===== src/design/tcis_pkg.sv =====
// shared constants and types for the touch controller serial slave port
package tcis_pkg;

  // 7-bit slave addresses; the 8-bit bytes on the wire are these plus the direction bit
  localparam logic [6:0] TCIS_ADDR_PAIR_A = 7'h5D;  // answers 0xBA write / 0xBB read
  localparam logic [6:0] TCIS_ADDR_PAIR_B = 7'h14;  // answers 0x28 write / 0x29 read

  // bit counter marks inside one 9-clock byte
  localparam logic [3:0] TCIS_CNT_ZERO  = 4'h0;     // before the first data bit
  localparam logic [3:0] TCIS_CNT_LAST  = 4'h7;     // last data bit
  localparam logic [3:0] TCIS_ACK_SLOT  = 4'h8;     // eight bits seen, ninth clock next
  localparam logic [3:0] TCIS_BYTE_END  = 4'h9;     // ninth clock seen

  // cycles after reset release before the strap level is trusted
  localparam logic [1:0] TCIS_STRAP_WAIT = 2'h3;

  // pointer reset value and step
  localparam logic [15:0] TCIS_PTR_RST  = 16'h0000;
  localparam logic [15:0] TCIS_PTR_STEP = 16'h0001;

  // bus rate ceiling for the host (the bench host runs near 6250 kbps) and the core clock it is sampled with
  localparam int TCIS_BUS_MAX_KBPS = 400;
  localparam int TCIS_CLK_MHZ      = 100;

  // one written register byte handed to the user side
  typedef struct packed {
    logic [15:0] addr;  // register address
    logic [7:0]  data;  // byte written there
  } tcis_wr_t;

  // byte-level protocol states
  typedef enum logic [3:0] {
    TCIS_IDLE,    // waiting for a start
    TCIS_ADDR,    // receiving the slave address byte
    TCIS_REG_HI,  // receiving register address, upper byte
    TCIS_REG_LO,  // receiving register address, lower byte
    TCIS_WDATA,   // receiving data bytes
    TCIS_RDATA    // sending data bytes
  } tcis_state_t;

endpackage


===== src/design/tcis_slave.sv =====
`timescale 1ns/1ps

// small synchronous fifo; output stage is a register so valid and data are flop driven
module tcis_fifo
  import tcis_pkg::*;
#(
  parameter int WIDTH = 24,
  parameter int DEPTH = 8
) (
  // clock and reset
  input  wire logic             clk_in,
  input  wire logic             rst_n_in,
  // filling side
  input  wire logic             in_valid_in,
  output logic                  in_ready_out,
  input  wire logic [WIDTH-1:0] in_data_in,
  // draining side
  output logic                  out_valid_out,
  input  wire logic             out_ready_in,
  output logic [WIDTH-1:0]      out_data_out
);
  localparam int AW = $clog2(DEPTH);
  logic [WIDTH-1:0] mem_r [DEPTH];  // storage words
  logic [AW:0]      wptr_r;         // write pointer with wrap bit
  logic [AW:0]      rptr_r;         // read pointer with wrap bit
  logic             ovalid_r;       // output stage holds a word
  logic [WIDTH-1:0] odata_r;        // output stage word
  wire full_w  = (wptr_r[AW] != rptr_r[AW]) && (wptr_r[AW-1:0] == rptr_r[AW-1:0]);
  wire empty_w = (wptr_r == rptr_r);
  wire push_w  = in_valid_in && !full_w;
  wire pop_w   = !empty_w && (!ovalid_r || out_ready_in);  // refill output stage
  assign in_ready_out  = !full_w;
  assign out_valid_out = ovalid_r;
  assign out_data_out  = odata_r;
  // storage has no reset, it holds data only
  always_ff @(posedge clk_in) begin
    if (push_w) begin
      mem_r[wptr_r[AW-1:0]] <= in_data_in;
    end
  end
  // pointers and output stage
  always_ff @(posedge clk_in or negedge rst_n_in) begin
    if (!rst_n_in) begin
      wptr_r   <= '0;
      rptr_r   <= '0;
      ovalid_r <= 1'b0;
      odata_r  <= '0;
    end else begin
      if (push_w) wptr_r <= wptr_r + 1'b1;
      if (pop_w) begin
        rptr_r  <= rptr_r + 1'b1;
        odata_r <= mem_r[rptr_r[AW-1:0]];
      end
      if (pop_w) ovalid_r <= 1'b1;
      else if (out_ready_in) ovalid_r <= 1'b0;
    end
  end
endmodule // tcis_fifo

// Summary of operation
// - slave only; host starts every transfer
// - strap picks one of two address pairs
// - matching address acknowledged on ninth clock
// - wrong address: no ack, idle till start
// - nine clocks per byte, receiver acknowledges
// - sample on clock high, change on low
// - address lsb zero writes, one reads
// - write: 16-bit register address, then data
// - pointer steps by one per written byte
// - read streams until host not-acknowledges
module tcis_slave
  import tcis_pkg::*;
#(
  parameter int MEM_AW     = 8,  // low pointer bits that index the register array
  parameter int FIFO_DEPTH = 8   // words buffered toward the user side
) (
  // clock and reset
  input  wire logic        CORE_CLK_IN,
  input  wire logic        RESET_N_IN,
  // serial bus, open drain
  input  wire logic        SCL_IN,
  output logic             SCL_OUT,
  output logic             SCL_OE_N_OUT,
  input  wire logic        SDA_IN,
  output logic             SDA_OUT,
  output logic             SDA_OE_N_OUT,
  // address strap, level of the interrupt pin around reset release
  input  wire logic        INT_STRAP_IN,
  // written bytes toward the user side
  output logic             WR_VALID_OUT,
  input  wire logic        WR_READY_IN,
  output logic [15:0]      WR_ADDR_OUT,
  output logic [7:0]       WR_DATA_OUT,
  // status
  output logic             ADDR_SEL_OUT,
  output logic             BUSY_OUT
);
  localparam int MEM_DEPTH = 1 << MEM_AW;
  // synchronisers, stage 1 read only by stage 2
  logic        scl_s1_r, scl_s2_r, scl_s3_r;   // clock pin pipeline
  logic        sda_s1_r, sda_s2_r, sda_s3_r;   // data pin pipeline
  logic        int_s1_r, int_s2_r;             // strap pipeline
  // strap capture
  logic [1:0]  strap_cnt_r;                    // settle counter after release
  logic        strap_done_r;                   // strap caught
  logic        addr_sel_r;                     // 1 selects pair B
  // protocol state
  tcis_state_t state_r;                        // byte-level state
  logic [3:0]  bit_cnt_r;                      // rising edges in this byte
  logic [7:0]  shift_r;                        // received bits
  logic [7:0]  tx_r;                           // bits left to send
  logic        rw_r;                           // direction of this address phase
  logic        host_ack_r;                     // host acked the last sent byte
  logic [15:0] ptr_r;                          // register address pointer
  logic        sda_oe_n_r;                     // low pulls data line
  logic        scl_oe_n_r;                     // low stretches the clock
  logic [7:0]  mem_r [MEM_DEPTH];              // register array
  // pin edges and bus conditions from settled samples only
  wire rise_w  = scl_s2_r && !scl_s3_r;
  wire fall_w  = !scl_s2_r && scl_s3_r;
  wire start_w = scl_s2_r && scl_s3_r && sda_s3_r && !sda_s2_r;
  wire stop_w  = scl_s2_r && scl_s3_r && !sda_s3_r && sda_s2_r;
  // decode of the address byte against the strapped pair
  wire [6:0] own_addr_w = addr_sel_r ? TCIS_ADDR_PAIR_B : TCIS_ADDR_PAIR_A;
  wire       match_w    = (shift_r[7:1] == own_addr_w);
  wire       ack_fall_w = fall_w && (bit_cnt_r == TCIS_ACK_SLOT);
  wire       end_fall_w = fall_w && (bit_cnt_r == TCIS_BYTE_END);
  // write byte waits in the ack slot until the fifo takes it
  wire       wslot_w  = (state_r == TCIS_WDATA) && (bit_cnt_r == TCIS_ACK_SLOT)
                        && (ack_fall_w || !scl_oe_n_r);
  wire       fifo_rdy_w;
  wire       push_w   = wslot_w && fifo_rdy_w;
  wire [MEM_AW-1:0] idx_w = ptr_r[MEM_AW-1:0];
  wire       load_w   = end_fall_w && !start_w && !stop_w &&
                        (((state_r == TCIS_ADDR) && rw_r) ||
                         ((state_r == TCIS_RDATA) && host_ack_r));
  tcis_wr_t  fifo_in_w;
  tcis_wr_t  fifo_out_w;
  assign fifo_in_w = '{addr: ptr_r, data: shift_r};
  // pointer after one step, shared by write and read paths
  function automatic logic [15:0] ptr_step(input logic [15:0] p);
    ptr_step = p + TCIS_PTR_STEP;
  endfunction
  // output pins: the line is only ever pulled low, never driven high
  assign SCL_OUT      = 1'b0;
  assign SDA_OUT      = 1'b0;
  assign SCL_OE_N_OUT = scl_oe_n_r;
  assign SDA_OE_N_OUT = sda_oe_n_r;
  assign ADDR_SEL_OUT = addr_sel_r;
  assign WR_ADDR_OUT  = fifo_out_w.addr;
  assign WR_DATA_OUT  = fifo_out_w.data;
  // two-flop synchronisers plus one history stage for edges
  always_ff @(posedge CORE_CLK_IN or negedge RESET_N_IN) begin
    if (!RESET_N_IN) begin
      {scl_s1_r, scl_s2_r, scl_s3_r} <= 3'h7;
      {sda_s1_r, sda_s2_r, sda_s3_r} <= 3'h7;
      {int_s1_r, int_s2_r}           <= 2'h0;
    end else begin
      {scl_s1_r, scl_s2_r, scl_s3_r} <= {SCL_IN, scl_s1_r, scl_s2_r};
      {sda_s1_r, sda_s2_r, sda_s3_r} <= {SDA_IN, sda_s1_r, sda_s2_r};
      {int_s1_r, int_s2_r}           <= {INT_STRAP_IN, int_s1_r};
    end
  end
  // strap is caught once, a few cycles after release, then frozen
  always_ff @(posedge CORE_CLK_IN or negedge RESET_N_IN) begin
    if (!RESET_N_IN) begin
      strap_cnt_r  <= '0;
      strap_done_r <= 1'b0;
      addr_sel_r   <= 1'b0;
    end else if (!strap_done_r) begin
      strap_cnt_r <= strap_cnt_r + 2'h1;
      if (strap_cnt_r == TCIS_STRAP_WAIT) begin
        strap_done_r <= 1'b1;
        addr_sel_r   <= int_s2_r;
      end
    end
  end
  // register array write port; read is asynchronous for the send path
  always_ff @(posedge CORE_CLK_IN) begin
    if (push_w) begin
      mem_r[idx_w] <= shift_r;
    end
  end
  // bit sampling and counting; only clock-high levels count as data
  always_ff @(posedge CORE_CLK_IN or negedge RESET_N_IN) begin
    if (!RESET_N_IN) begin
      bit_cnt_r  <= TCIS_CNT_ZERO;
      shift_r    <= '0;
      host_ack_r <= 1'b0;
    end else if (start_w || stop_w || end_fall_w) begin
      bit_cnt_r <= TCIS_CNT_ZERO;
    end else if (rise_w && state_r != TCIS_IDLE) begin
      bit_cnt_r <= bit_cnt_r + 4'h1;
      if (bit_cnt_r < TCIS_ACK_SLOT) shift_r <= {shift_r[6:0], sda_s2_r};
      else host_ack_r <= !sda_s2_r;
    end
  end
  // byte-level protocol; everything waits for the host to clock it
  always_ff @(posedge CORE_CLK_IN or negedge RESET_N_IN) begin
    if (!RESET_N_IN) begin
      state_r    <= TCIS_IDLE;
      rw_r       <= 1'b0;
      ptr_r      <= TCIS_PTR_RST;
      tx_r       <= '0;
      sda_oe_n_r <= 1'b1;
      scl_oe_n_r <= 1'b1;
    end else if (start_w) begin
      state_r    <= TCIS_ADDR;
      sda_oe_n_r <= 1'b1;
      scl_oe_n_r <= 1'b1;
    end else if (stop_w) begin
      state_r    <= TCIS_IDLE;
      sda_oe_n_r <= 1'b1;
      scl_oe_n_r <= 1'b1;
    end else if (wslot_w) begin
      // hold the clock low while the fifo is full, so no byte is ever lost
      scl_oe_n_r <= fifo_rdy_w;
      if (fifo_rdy_w) begin
        sda_oe_n_r <= 1'b0;
        ptr_r      <= ptr_step(ptr_r);
      end
    end else if (ack_fall_w) begin
      case (state_r)
        TCIS_ADDR: begin
          if (match_w) begin
            sda_oe_n_r <= 1'b0;
            rw_r       <= shift_r[0];
          end else begin
            state_r <= TCIS_IDLE;
          end
        end
        TCIS_REG_HI: begin
          ptr_r[15:8] <= shift_r;
          sda_oe_n_r  <= 1'b0;
        end
        TCIS_REG_LO: begin
          ptr_r[7:0] <= shift_r;
          sda_oe_n_r <= 1'b0;
        end
        TCIS_RDATA: begin
          sda_oe_n_r <= 1'b1;        // host owns the ninth bit
        end
        default: begin
          sda_oe_n_r <= 1'b1;
        end
      endcase
    end else if (end_fall_w) begin
      // end of ninth clock: release, or put the first bit of a read byte out
      sda_oe_n_r <= 1'b1;
      case (state_r)
        TCIS_ADDR:   state_r <= rw_r ? TCIS_RDATA : TCIS_REG_HI;
        TCIS_REG_HI: state_r <= TCIS_REG_LO;
        TCIS_REG_LO: state_r <= TCIS_WDATA;
        TCIS_WDATA:  state_r <= TCIS_WDATA;
        TCIS_RDATA:  state_r <= host_ack_r ? TCIS_RDATA : TCIS_IDLE;
        default:     state_r <= TCIS_IDLE;
      endcase
      if (load_w) begin
        tx_r       <= mem_r[idx_w];
        sda_oe_n_r <= mem_r[idx_w][7];
        ptr_r      <= ptr_step(ptr_r);
      end
    end else if (fall_w && state_r == TCIS_RDATA && bit_cnt_r != TCIS_CNT_ZERO
                 && bit_cnt_r <= TCIS_CNT_LAST) begin
      // next bit changes only while the clock is low
      tx_r       <= {tx_r[6:0], 1'b0};
      sda_oe_n_r <= tx_r[6];
    end
  end
  // busy while addressed; registered for a clean status pin
  always_ff @(posedge CORE_CLK_IN or negedge RESET_N_IN) begin
    if (!RESET_N_IN) BUSY_OUT <= 1'b0;
    else BUSY_OUT <= (state_r != TCIS_IDLE) && (state_r != TCIS_ADDR);
  end
  // written bytes wait here for the user side
  tcis_fifo #(
    .WIDTH ($bits(tcis_wr_t)),
    .DEPTH (FIFO_DEPTH)
  ) u_fifo (
    .clk_in        (CORE_CLK_IN),
    .rst_n_in      (RESET_N_IN),
    .in_valid_in   (push_w),
    .in_ready_out  (fifo_rdy_w),
    .in_data_in    (fifo_in_w),
    .out_valid_out (WR_VALID_OUT),
    .out_ready_in  (WR_READY_IN),
    .out_data_out  (fifo_out_w)
  );
  // checks next to the logic they guard
  a_start_enters_addr: assert property (@(posedge CORE_CLK_IN) disable iff (!RESET_N_IN)
    start_w |=> (state_r == TCIS_ADDR) && (bit_cnt_r == TCIS_CNT_ZERO) && sda_oe_n_r)
    else $error("start did not enter address phase");
  a_stop_to_idle: assert property (@(posedge CORE_CLK_IN) disable iff (!RESET_N_IN)
    (stop_w && !start_w) |=> (state_r == TCIS_IDLE) && sda_oe_n_r && scl_oe_n_r)
    else $error("stop did not return to idle");
  a_match_acks: assert property (@(posedge CORE_CLK_IN) disable iff (!RESET_N_IN)
    (ack_fall_w && state_r == TCIS_ADDR && match_w && !start_w && !stop_w)
    |=> !sda_oe_n_r && (rw_r == $past(shift_r[0])))
    else $error("matching address not acknowledged");
  a_miss_no_ack: assert property (@(posedge CORE_CLK_IN) disable iff (!RESET_N_IN)
    (ack_fall_w && state_r == TCIS_ADDR && !match_w && !start_w && !stop_w)
    |=> (state_r == TCIS_IDLE) && sda_oe_n_r)
    else $error("foreign address acknowledged");
  a_rx_release_end: assert property (@(posedge CORE_CLK_IN) disable iff (!RESET_N_IN)
    (end_fall_w && !start_w && !stop_w &&
     (state_r == TCIS_REG_HI || state_r == TCIS_REG_LO || state_r == TCIS_WDATA))
    |=> sda_oe_n_r && (bit_cnt_r == TCIS_CNT_ZERO))
    else $error("data line not released after ninth clock");
  a_sda_change_low: assert property (@(posedge CORE_CLK_IN) disable iff (!RESET_N_IN)
    ($changed(sda_oe_n_r) && !$past(start_w) && !$past(stop_w)) |-> !$past(scl_s2_r))
    else $error("data line moved while clock high");
  a_write_step: assert property (@(posedge CORE_CLK_IN) disable iff (!RESET_N_IN)
    push_w |=> (ptr_r == ptr_step($past(ptr_r))) && !sda_oe_n_r
               && (mem_r[$past(idx_w)] == $past(shift_r)))
    else $error("write did not store and step pointer");
  a_read_step: assert property (@(posedge CORE_CLK_IN) disable iff (!RESET_N_IN)
    load_w |=> (ptr_r == ptr_step($past(ptr_r))) && (state_r == TCIS_RDATA))
    else $error("read did not step pointer");
  a_read_nack_ends: assert property (@(posedge CORE_CLK_IN) disable iff (!RESET_N_IN)
    (end_fall_w && state_r == TCIS_RDATA && !host_ack_r && !start_w && !stop_w)
    |=> (state_r == TCIS_IDLE) && sda_oe_n_r)
    else $error("read went on after not-acknowledge");
  a_stretch_only_wslot: assert property (@(posedge CORE_CLK_IN) disable iff (!RESET_N_IN)
    !scl_oe_n_r |-> (state_r == TCIS_WDATA) && (bit_cnt_r == TCIS_ACK_SLOT) && !fifo_rdy_w
                    || $past(!fifo_rdy_w))
    else $error("clock held low outside a full-fifo wait");
  a_strap_frozen: assert property (@(posedge CORE_CLK_IN) disable iff (!RESET_N_IN)
    $past(strap_done_r) |-> $stable(addr_sel_r))
    else $error("address pair changed after capture");
endmodule // tcis_slave


===== config.mk =====
export PLATFORM = sky130hd
export DESIGN_NAME = tcis_slave
export DESIGN_NICKNAME = d
export VERILOG_FILES = /design/src/design/tcis_pkg.sv /design/src/design/tcis_slave.sv
export SDC_FILE = /design/constraint.sdc
export NUM_CORES = 2
export LEC_CHECK = 0
export ABC_AREA = 1
export BUFFER_PORTS_ARGS = -buffer_cell sky130_fd_sc_hd__buf_2
export CAP_MARGIN = 20
export CORE_UTILIZATION = 30
export CTS_CLUSTER_DIAMETER = 150
export DETAILED_ROUTE_END_ITERATION = 8
export GPL_ROUTABILITY_DRIVEN = 0
export PLACE_DENSITY = 0.44
export SLEW_MARGIN = 20
export SYNTH_ARGS = -nofsm -noshare
export SYNTH_HDL_FRONTEND = slang
export SYNTH_SLANG_ARGS = --single-unit

===== constraint.sdc =====
create_clock -name CORE_CLK_IN -period 13.49 [get_ports CORE_CLK_IN]
set_input_delay 1.349 -clock CORE_CLK_IN [delete_from_list [all_inputs] [get_ports CORE_CLK_IN]]
set_output_delay 1.349 -clock CORE_CLK_IN [all_outputs]
set_load 0.01 [all_outputs]

# ---- Word-level counts from Yosys, hierarchy flattened
# Memories as Yosys holds them, arrays and structs flattened. A register that Yosys moved wholly into a read port is not among the register bits.
# Index checks and enable logic that the tools add are counted.
dict set report totals {
  register_bits 65
  memories 2
  ram_bits 2240
  elab_cells 169
  in_bits 6
  out_inout_bits 31
}
dict set report classes {
  reduce_logical 62
  addsub 5
  muxes 44
  eq_ne 22
  bitwise 7
  magnitude_cmp 2
}
# name words word_bits rd rd_ports_with_merged_regs write_ports line_no
set memory_table {}
lappend memory_table {mem_r 256 8 1 0 1 tcis_slave.sv:117} ;# logic [7:0] mem_r [MEM_DEPTH];
lappend memory_table {u_fifo.mem_r 8 24 1 1 1 tcis_slave.sv:23} ;# logic [WIDTH-1:0] mem_r [DEPTH];
# operator n
set op_table {}
lappend op_table {{16-bit two-way mux} 5}
lappend op_table {{4-bit two-way mux} 9}
lappend op_table {{7-bit two-way mux} 4}
lappend op_table {{1-bit logical AND} 25}
lappend op_table {{6-bit AND reduction} 4}
lappend op_table {{1-bit two-way mux} 20}
lappend op_table {{16-bit by 1-bit adder with 16-bit output, second input constant} 1}
lappend op_table {{8-bit two-way mux} 2}
lappend op_table {{4-bit by 1-bit adder with 4-bit output, second input constant} 3}
lappend op_table {{3-bit one-hot mux with 4 select lines} 1}
lappend op_table {{4-bit nonzero test} 3}
lappend op_table {{1-bit zero test} 11}
lappend op_table {{3-bit AND reduction} 3}
lappend op_table {{3-bit nonzero test} 3}
lappend op_table {{4-bit by 2-bit equality test with 1-bit output, second input constant} 2}
lappend op_table {{4-bit by 3-bit equality test with 1-bit output, second input constant} 2}
lappend op_table {{4-bit equality test, second input constant} 2}
lappend op_table {{4-bit inequality test, second input constant} 2}
lappend op_table {{7-bit equality test} 1}
lappend op_table {{1-bit NOT} 7}
lappend op_table {{3-bit two-way mux} 2}
lappend op_table {{3-bit by 1-bit inequality test with 1-bit output, second input constant} 2}
lappend op_table {{6-bit inequality test, second input constant} 1}
lappend op_table {{2-bit nonzero test} 3}
lappend op_table {{other kinds (19)} 24}

# ---- Longest topological paths before layout
dict set report logic_depth {
  depth_word 13
  depth_mapped 19
  mapped_depth_nobuf 16
}

# ---- Modules after synthesis
# Synthesis repeated with hierarchy kept, for this count alone.
dict set report unflattened {
  hier_cells 8140
  hier_area_um2 94971.1
}
# module area_each_um2 cells_per_inst n_inst seq_area_each_um2
set modules_own_cells {}
lappend modules_own_cells {tcis_slave 85036.6 7112 1 62885.3}
lappend modules_own_cells {tcis_fifo 9934.5 1028 1 6591.3}

# ---- Least setup slack after synthesis
# Ideal clock, no wire load.
dict set report synth_timing {
  kind {reg-to-reg}
  from {register shift_r[7]}
  to {register state_r[1]}
  period_less_slack_ns 4.756
  path_slack_ns 8.734
  arrival_ns 4.672
  path_buffers 0
  stages_incl_launch_ff 9
  setup_time_ns 0.083
  path_cell_list {dfrtp_1 -> inv_1 -> nand4_1 -> o31ai_1 -> nand2_1 -> nand2_1 -> a32oi_1 -> nand3_1 -> o21ai_0}
}
dict set report synth_between {
  elab_chain_cells 3
}
# item line_no
set synth_rtl {}
lappend synth_rtl {{start: declaration} tcis_slave.sv:110} ;# logic [7:0] shift_r;
lappend synth_rtl {{start signal: assignment} tcis_slave.sv:194} ;# if (bit_cnt_r < TCIS_ACK_SLOT) shift_r <= {shift_r[6:0], sda_s2_r};
lappend synth_rtl {{7-bit equality test} tcis_slave.sv:125} ;# wire match_w = (shift_r[7:1] == own_addr_w);
lappend synth_rtl {{4-bit inequality test (no source line)} n/a}
lappend synth_rtl {{4-bit AND reduction (no source line)} n/a}
lappend synth_rtl {{end signal: assignment} tcis_slave.sv:251} ;# TCIS_ADDR: state_r <= rw_r ? TCIS_RDATA : TCIS_REG_HI;
lappend synth_rtl {{end signal: assignment} tcis_slave.sv:255} ;# TCIS_RDATA: state_r <= host_ack_r ? TCIS_RDATA : TCIS_IDLE;
lappend synth_rtl {{end: declaration} tcis_slave.sv:108} ;# tcis_state_t state_r;
# Every way passes these cells.
# A chain may end at the register's enable or synchronous reset.

# ---- Worst setup path in the final report
dict set report layout_timing {
  from {register ptr_r[0]}
  to {register sda_oe_n_r (netlist: SDA_OE_N_OUT)}
}
dict set report layout_between {
  elab_chain_cells 7
}
# item line_no
set layout_rtl {}
lappend layout_rtl {{start: declaration} tcis_slave.sv:114} ;# logic [15:0] ptr_r;
lappend layout_rtl {{start signal: assignment} tcis_slave.sv:220} ;# ptr_r <= ptr_step(ptr_r);
lappend layout_rtl {{start signal: assignment} tcis_slave.sv:237} ;# ptr_r[7:0] <= shift_r;
lappend layout_rtl {{start signal: assignment} tcis_slave.sv:261} ;# ptr_r <= ptr_step(ptr_r);
lappend layout_rtl {{memory 256 x 8 bit} n/a}
lappend layout_rtl {{1-bit two-way mux} tcis_slave.sv:258} ;# if (load_w) begin
lappend layout_rtl {{1-bit two-way mux} tcis_slave.sv:247} ;# end else if (end_fall_w) begin
lappend layout_rtl {{1-bit two-way mux} tcis_slave.sv:222} ;# end else if (ack_fall_w) begin
lappend layout_rtl {{1-bit two-way mux} tcis_slave.sv:215} ;# end else if (wslot_w) begin
lappend layout_rtl {{1-bit two-way mux} tcis_slave.sv:211} ;# end else if (stop_w) begin
lappend layout_rtl {{1-bit two-way mux} tcis_slave.sv:207} ;# end else if (start_w) begin
lappend layout_rtl {{end signal: assignment} tcis_slave.sv:260} ;# sda_oe_n_r <= mem_r[idx_w][7];
lappend layout_rtl {{end signal: assignment} tcis_slave.sv:267} ;# sda_oe_n_r <= tx_r[6];
lappend layout_rtl {{end: declaration} tcis_slave.sv:115} ;# logic sda_oe_n_r;
# Every way passes these cells.

==> results.py <==
metrics = {
    "sta": {
        "tns_ns": 0,
        "tightest_slew_ns": 1.13,
        "fmaxAchievable_mhz": 190,
        "slew_headroom_pct": 25.0,
        "period_share_pct": 39.1,
        "period_needed_ns": 5.27,
        "fin_skew_ns": 0.0530,
        "layout_setup_ws_ns": 8.22,
        "finalSetupViolCount": 0,
        "final_max_slew_viol_count": 0,
        "hold_ws_ns": 0.359,
        "rsz0062_at_grt": "no",
        "final_hold_viol_count": 0,
    },
    "setup_path": {
        "crit_slowest_cell": "dfrtp_4",
        "crit_chain": "buf_4, buf_4, buf_4, nand2_1, nand2_1, o21ai_0, nand2_1, nand2_1, nor2_1, nor2_1, nor2_1, nand2_1, nand2_1, nand2_1, o21bai_1, a21oi_1",
        "max_stage_delay_ns": 0.98,
        "start_kind": "flip-flop",
        "worstPathArrival_ns": 6.09,
        "worst_setup_path_end_kind": "flip-flop",
        "critPathKind": "reg -> reg",
        "critPathMostFrequentCell": "nand2_1",
        "cp_data_required_time_ns": 14.32,
        "r2r_cells": 16,
        "path_max_fanout": 78,
    },
    "hold_path": {
        "hold_depth": 0,
        "hold_path.class": "reg -> reg",
    },
    "routing": {
        "detail_route.vias_per_cell": 5.01,
        "drc": 0,
        "detail_route.wirelength_um": 293000,
        "vias": 59900,
        "post_drt_wl_per_cell_um": 24.5,
        "drt_iter0_drc": 5467,
        "ant_nets": 0,
        "firstDrtPassIters": 6,
    },
    "power": {
        "power.leakage_nw": 34.8,
        "p_total_mw": 17.0,
        "peakVddDrop_mv": 0.166,
        "p_per_area_nw_per_um2": 161,
    },
    "final_layout": {
        "final_layout_size_suffix_gt1_share_pct": 7.00,
        "utilization_pct": 34.1,
        "fillers": 30600,
        "mostFrequentLayoutCells": "edfxtp_1, nor2_1, nand2_1",
        "layout_commonest_cell": "edfxtp_1",
        "design_area_um2": 106000,
        "layout.nets": 7660,
        "syn2layout_area_growth_pct": 13.0,
        "fin_cells": 12000,
    },
    "clocking": {
        "cts_hold_buf": 0,
        "clk_pin_slew_ns": 0.06,
        "htreeDepth": 4,
        "clock_sinks": 2328,
        "clock_tree.buffer_depth": 4,
        "ctsResizeCount": 0,
        "root_buffer": "clkbuf_16",
        "post_cts_buffers": 0,
        "numCtsBuffers": 247,
        "cts_tree": "built",
        "insertion_delay_ns": 0.92,
    },
    "placement": {
        "place_area_um2": 97700,
        "placement.io_buffers": 34,
        "dp_cells": 11500,
        "dp_hpwl_um": 165000,
        "dp_slack_ns": 8.33,
    },
    "floorplanning": {
        "die_h_um": 560,
        "io-pin-count": 37,
        "die_x_um": 560,
        "fp.coreArea_um2": 309000,
        "num_rows": 204,
        "fp.dieArea_um2": 314000,
        "start_util_pct": 30.2,
    },
    "yosys": {
        "yosysUniqueCellTypes": 46,
        "async_reset_ff_share_pct": 3.78,
        "netlist_instances": 7713,
        "syn_area_um2": 93400,
        "synth_edf_count": 2240,
        "ys_warn_count": 0,
        "yosysSeqAreaShare_pct": 74.4,
        "postSynthAreaPerCell_um2": 12.1,
        "ys_seq_elements": 2328,
        "ys.flop_type": "edfxtp_1",
    },
    "global_routing": {
        "grt_pass1_wl_um": 424000,
        "grt_pass1_vias": 58300,
        "grt_overflow": 0,
        "grt_max_degree": 178,
        "grt_usage_pct": 18.2,
        "antenna_found_initial": 14,
    },
    "outcome": {
        "status": "complete, no violations",
    },
    "flow_run": {
        "drv_cap": 0,
    },
}
-- layout make-up --
cell class | count | area (um^2) | area share [%]
Sequential cell | 2328 | 69500 | 65.9
Multi-Input combinational cell | 4739 | 21100 | 20.0
Clock buffer | 305 | 6460 | 6.12
Tap cell | 4120 | 5150 | 4.89
Clock inverter | 141 | 1340 | 1.27
Timing Repair Buffer | 153 | 1240 | 1.18
Inverter | 175 | 686 | 0.650
Antenna cell | 1 | 2.50 | 0.00237
-- synthesized netlist by cell type (all sizes together) (10+ instances only) --
cell	instances	area share [%]
a21oi	45	0.25
a31oi	25	0.17
buf	266	1.6
clkbuf	206	0.83
clkinv	10	0.040
dfrtp	80	2.1
edfxtp	2240	72
ha	10	0.13
inv	165	0.67
nand2	1157	4.7
nand3	67	0.39
nand4	71	0.48
nor2	1691	6.8
nor3	14	0.080
o21ai	1226	6.6
o22ai	395	2.6
xor2	10	0.094
-- metal layers --
metal | global-route usage, % | up-vias | part of all wire, %
met5 | 0 | - | 0.014
met4 | 4.82 | 6 | 2.4
met3 | 2.73 | 342 | 6.2
met2 | 29.1 | 1818 | 46
met1 | 25.8 | 30400 | 45
li1 | - | 27300 | -
-- critical path, delay by kind of cell (launching register included) --
kind,cells,cell delay [ns]
flops,1,0.98
buf+inv,3,2.17
simple gates,10,1.48
compound gates,3,0.34
-- power breakdown --
group,switching [mW],total [mW],internal (mW)
registers,0.241,8.92,8.68
logic,1.15,1.38,0.231
clock network,2.86,6.69,3.83
total,4.24,17.0,12.7
-- path summary, 6_finish.rpt --
path	from	to	slack (ns)
worst max-delay path	ptr_r[0]$_DFFE_PN0P_	SDA_OE_N_OUT$_DFFE_PN1P_	8.22
worst min-delay path	sda_s1_r$_DFF_PN1_	sda_s2_r$_DFF_PN1_	0.36
worst max register to register	ptr_r[0]$_DFFE_PN0P_	SDA_OE_N_OUT$_DFFE_PN1P_	8.22
worst min register to register	sda_s1_r$_DFF_PN1_	sda_s2_r$_DFF_PN1_	0.36
max in group asynchronous	RESET_N_IN	ptr_r[0]$_DFFE_PN0P_	11.75
min in group asynchronous	RESET_N_IN	u_fifo.out_data_out[8]$_DFFE_PN0P_	0.54
-- registers in the layout (all words and copies together), names as in the netlist, 3 cells and up --
signal,flops
u_fifo.rptr_r,4
u_fifo.out_data_out,24
bit_cnt_r,4
state_r,3
u_fifo.mem_r,192
mem_r,2048
u_fifo.wptr_r,4
shift_r,8
ptr_r,16
tx_r,7
-- cell families after synthesis --
logic type | after synthesis | synth area share, %
buffers and inverters | 647 | 3.09
DFF | 2328 | 74.4
AOI/OAI and AO/OA | 1707 | 9.78
other | 1 | 0.00402
and+or+nand+nor | 3007 | 12.5
adders and majority gates | 10 | 0.134
xor gates and xnor gates | 13 | 0.122
(Power assumes the default switching activity.)
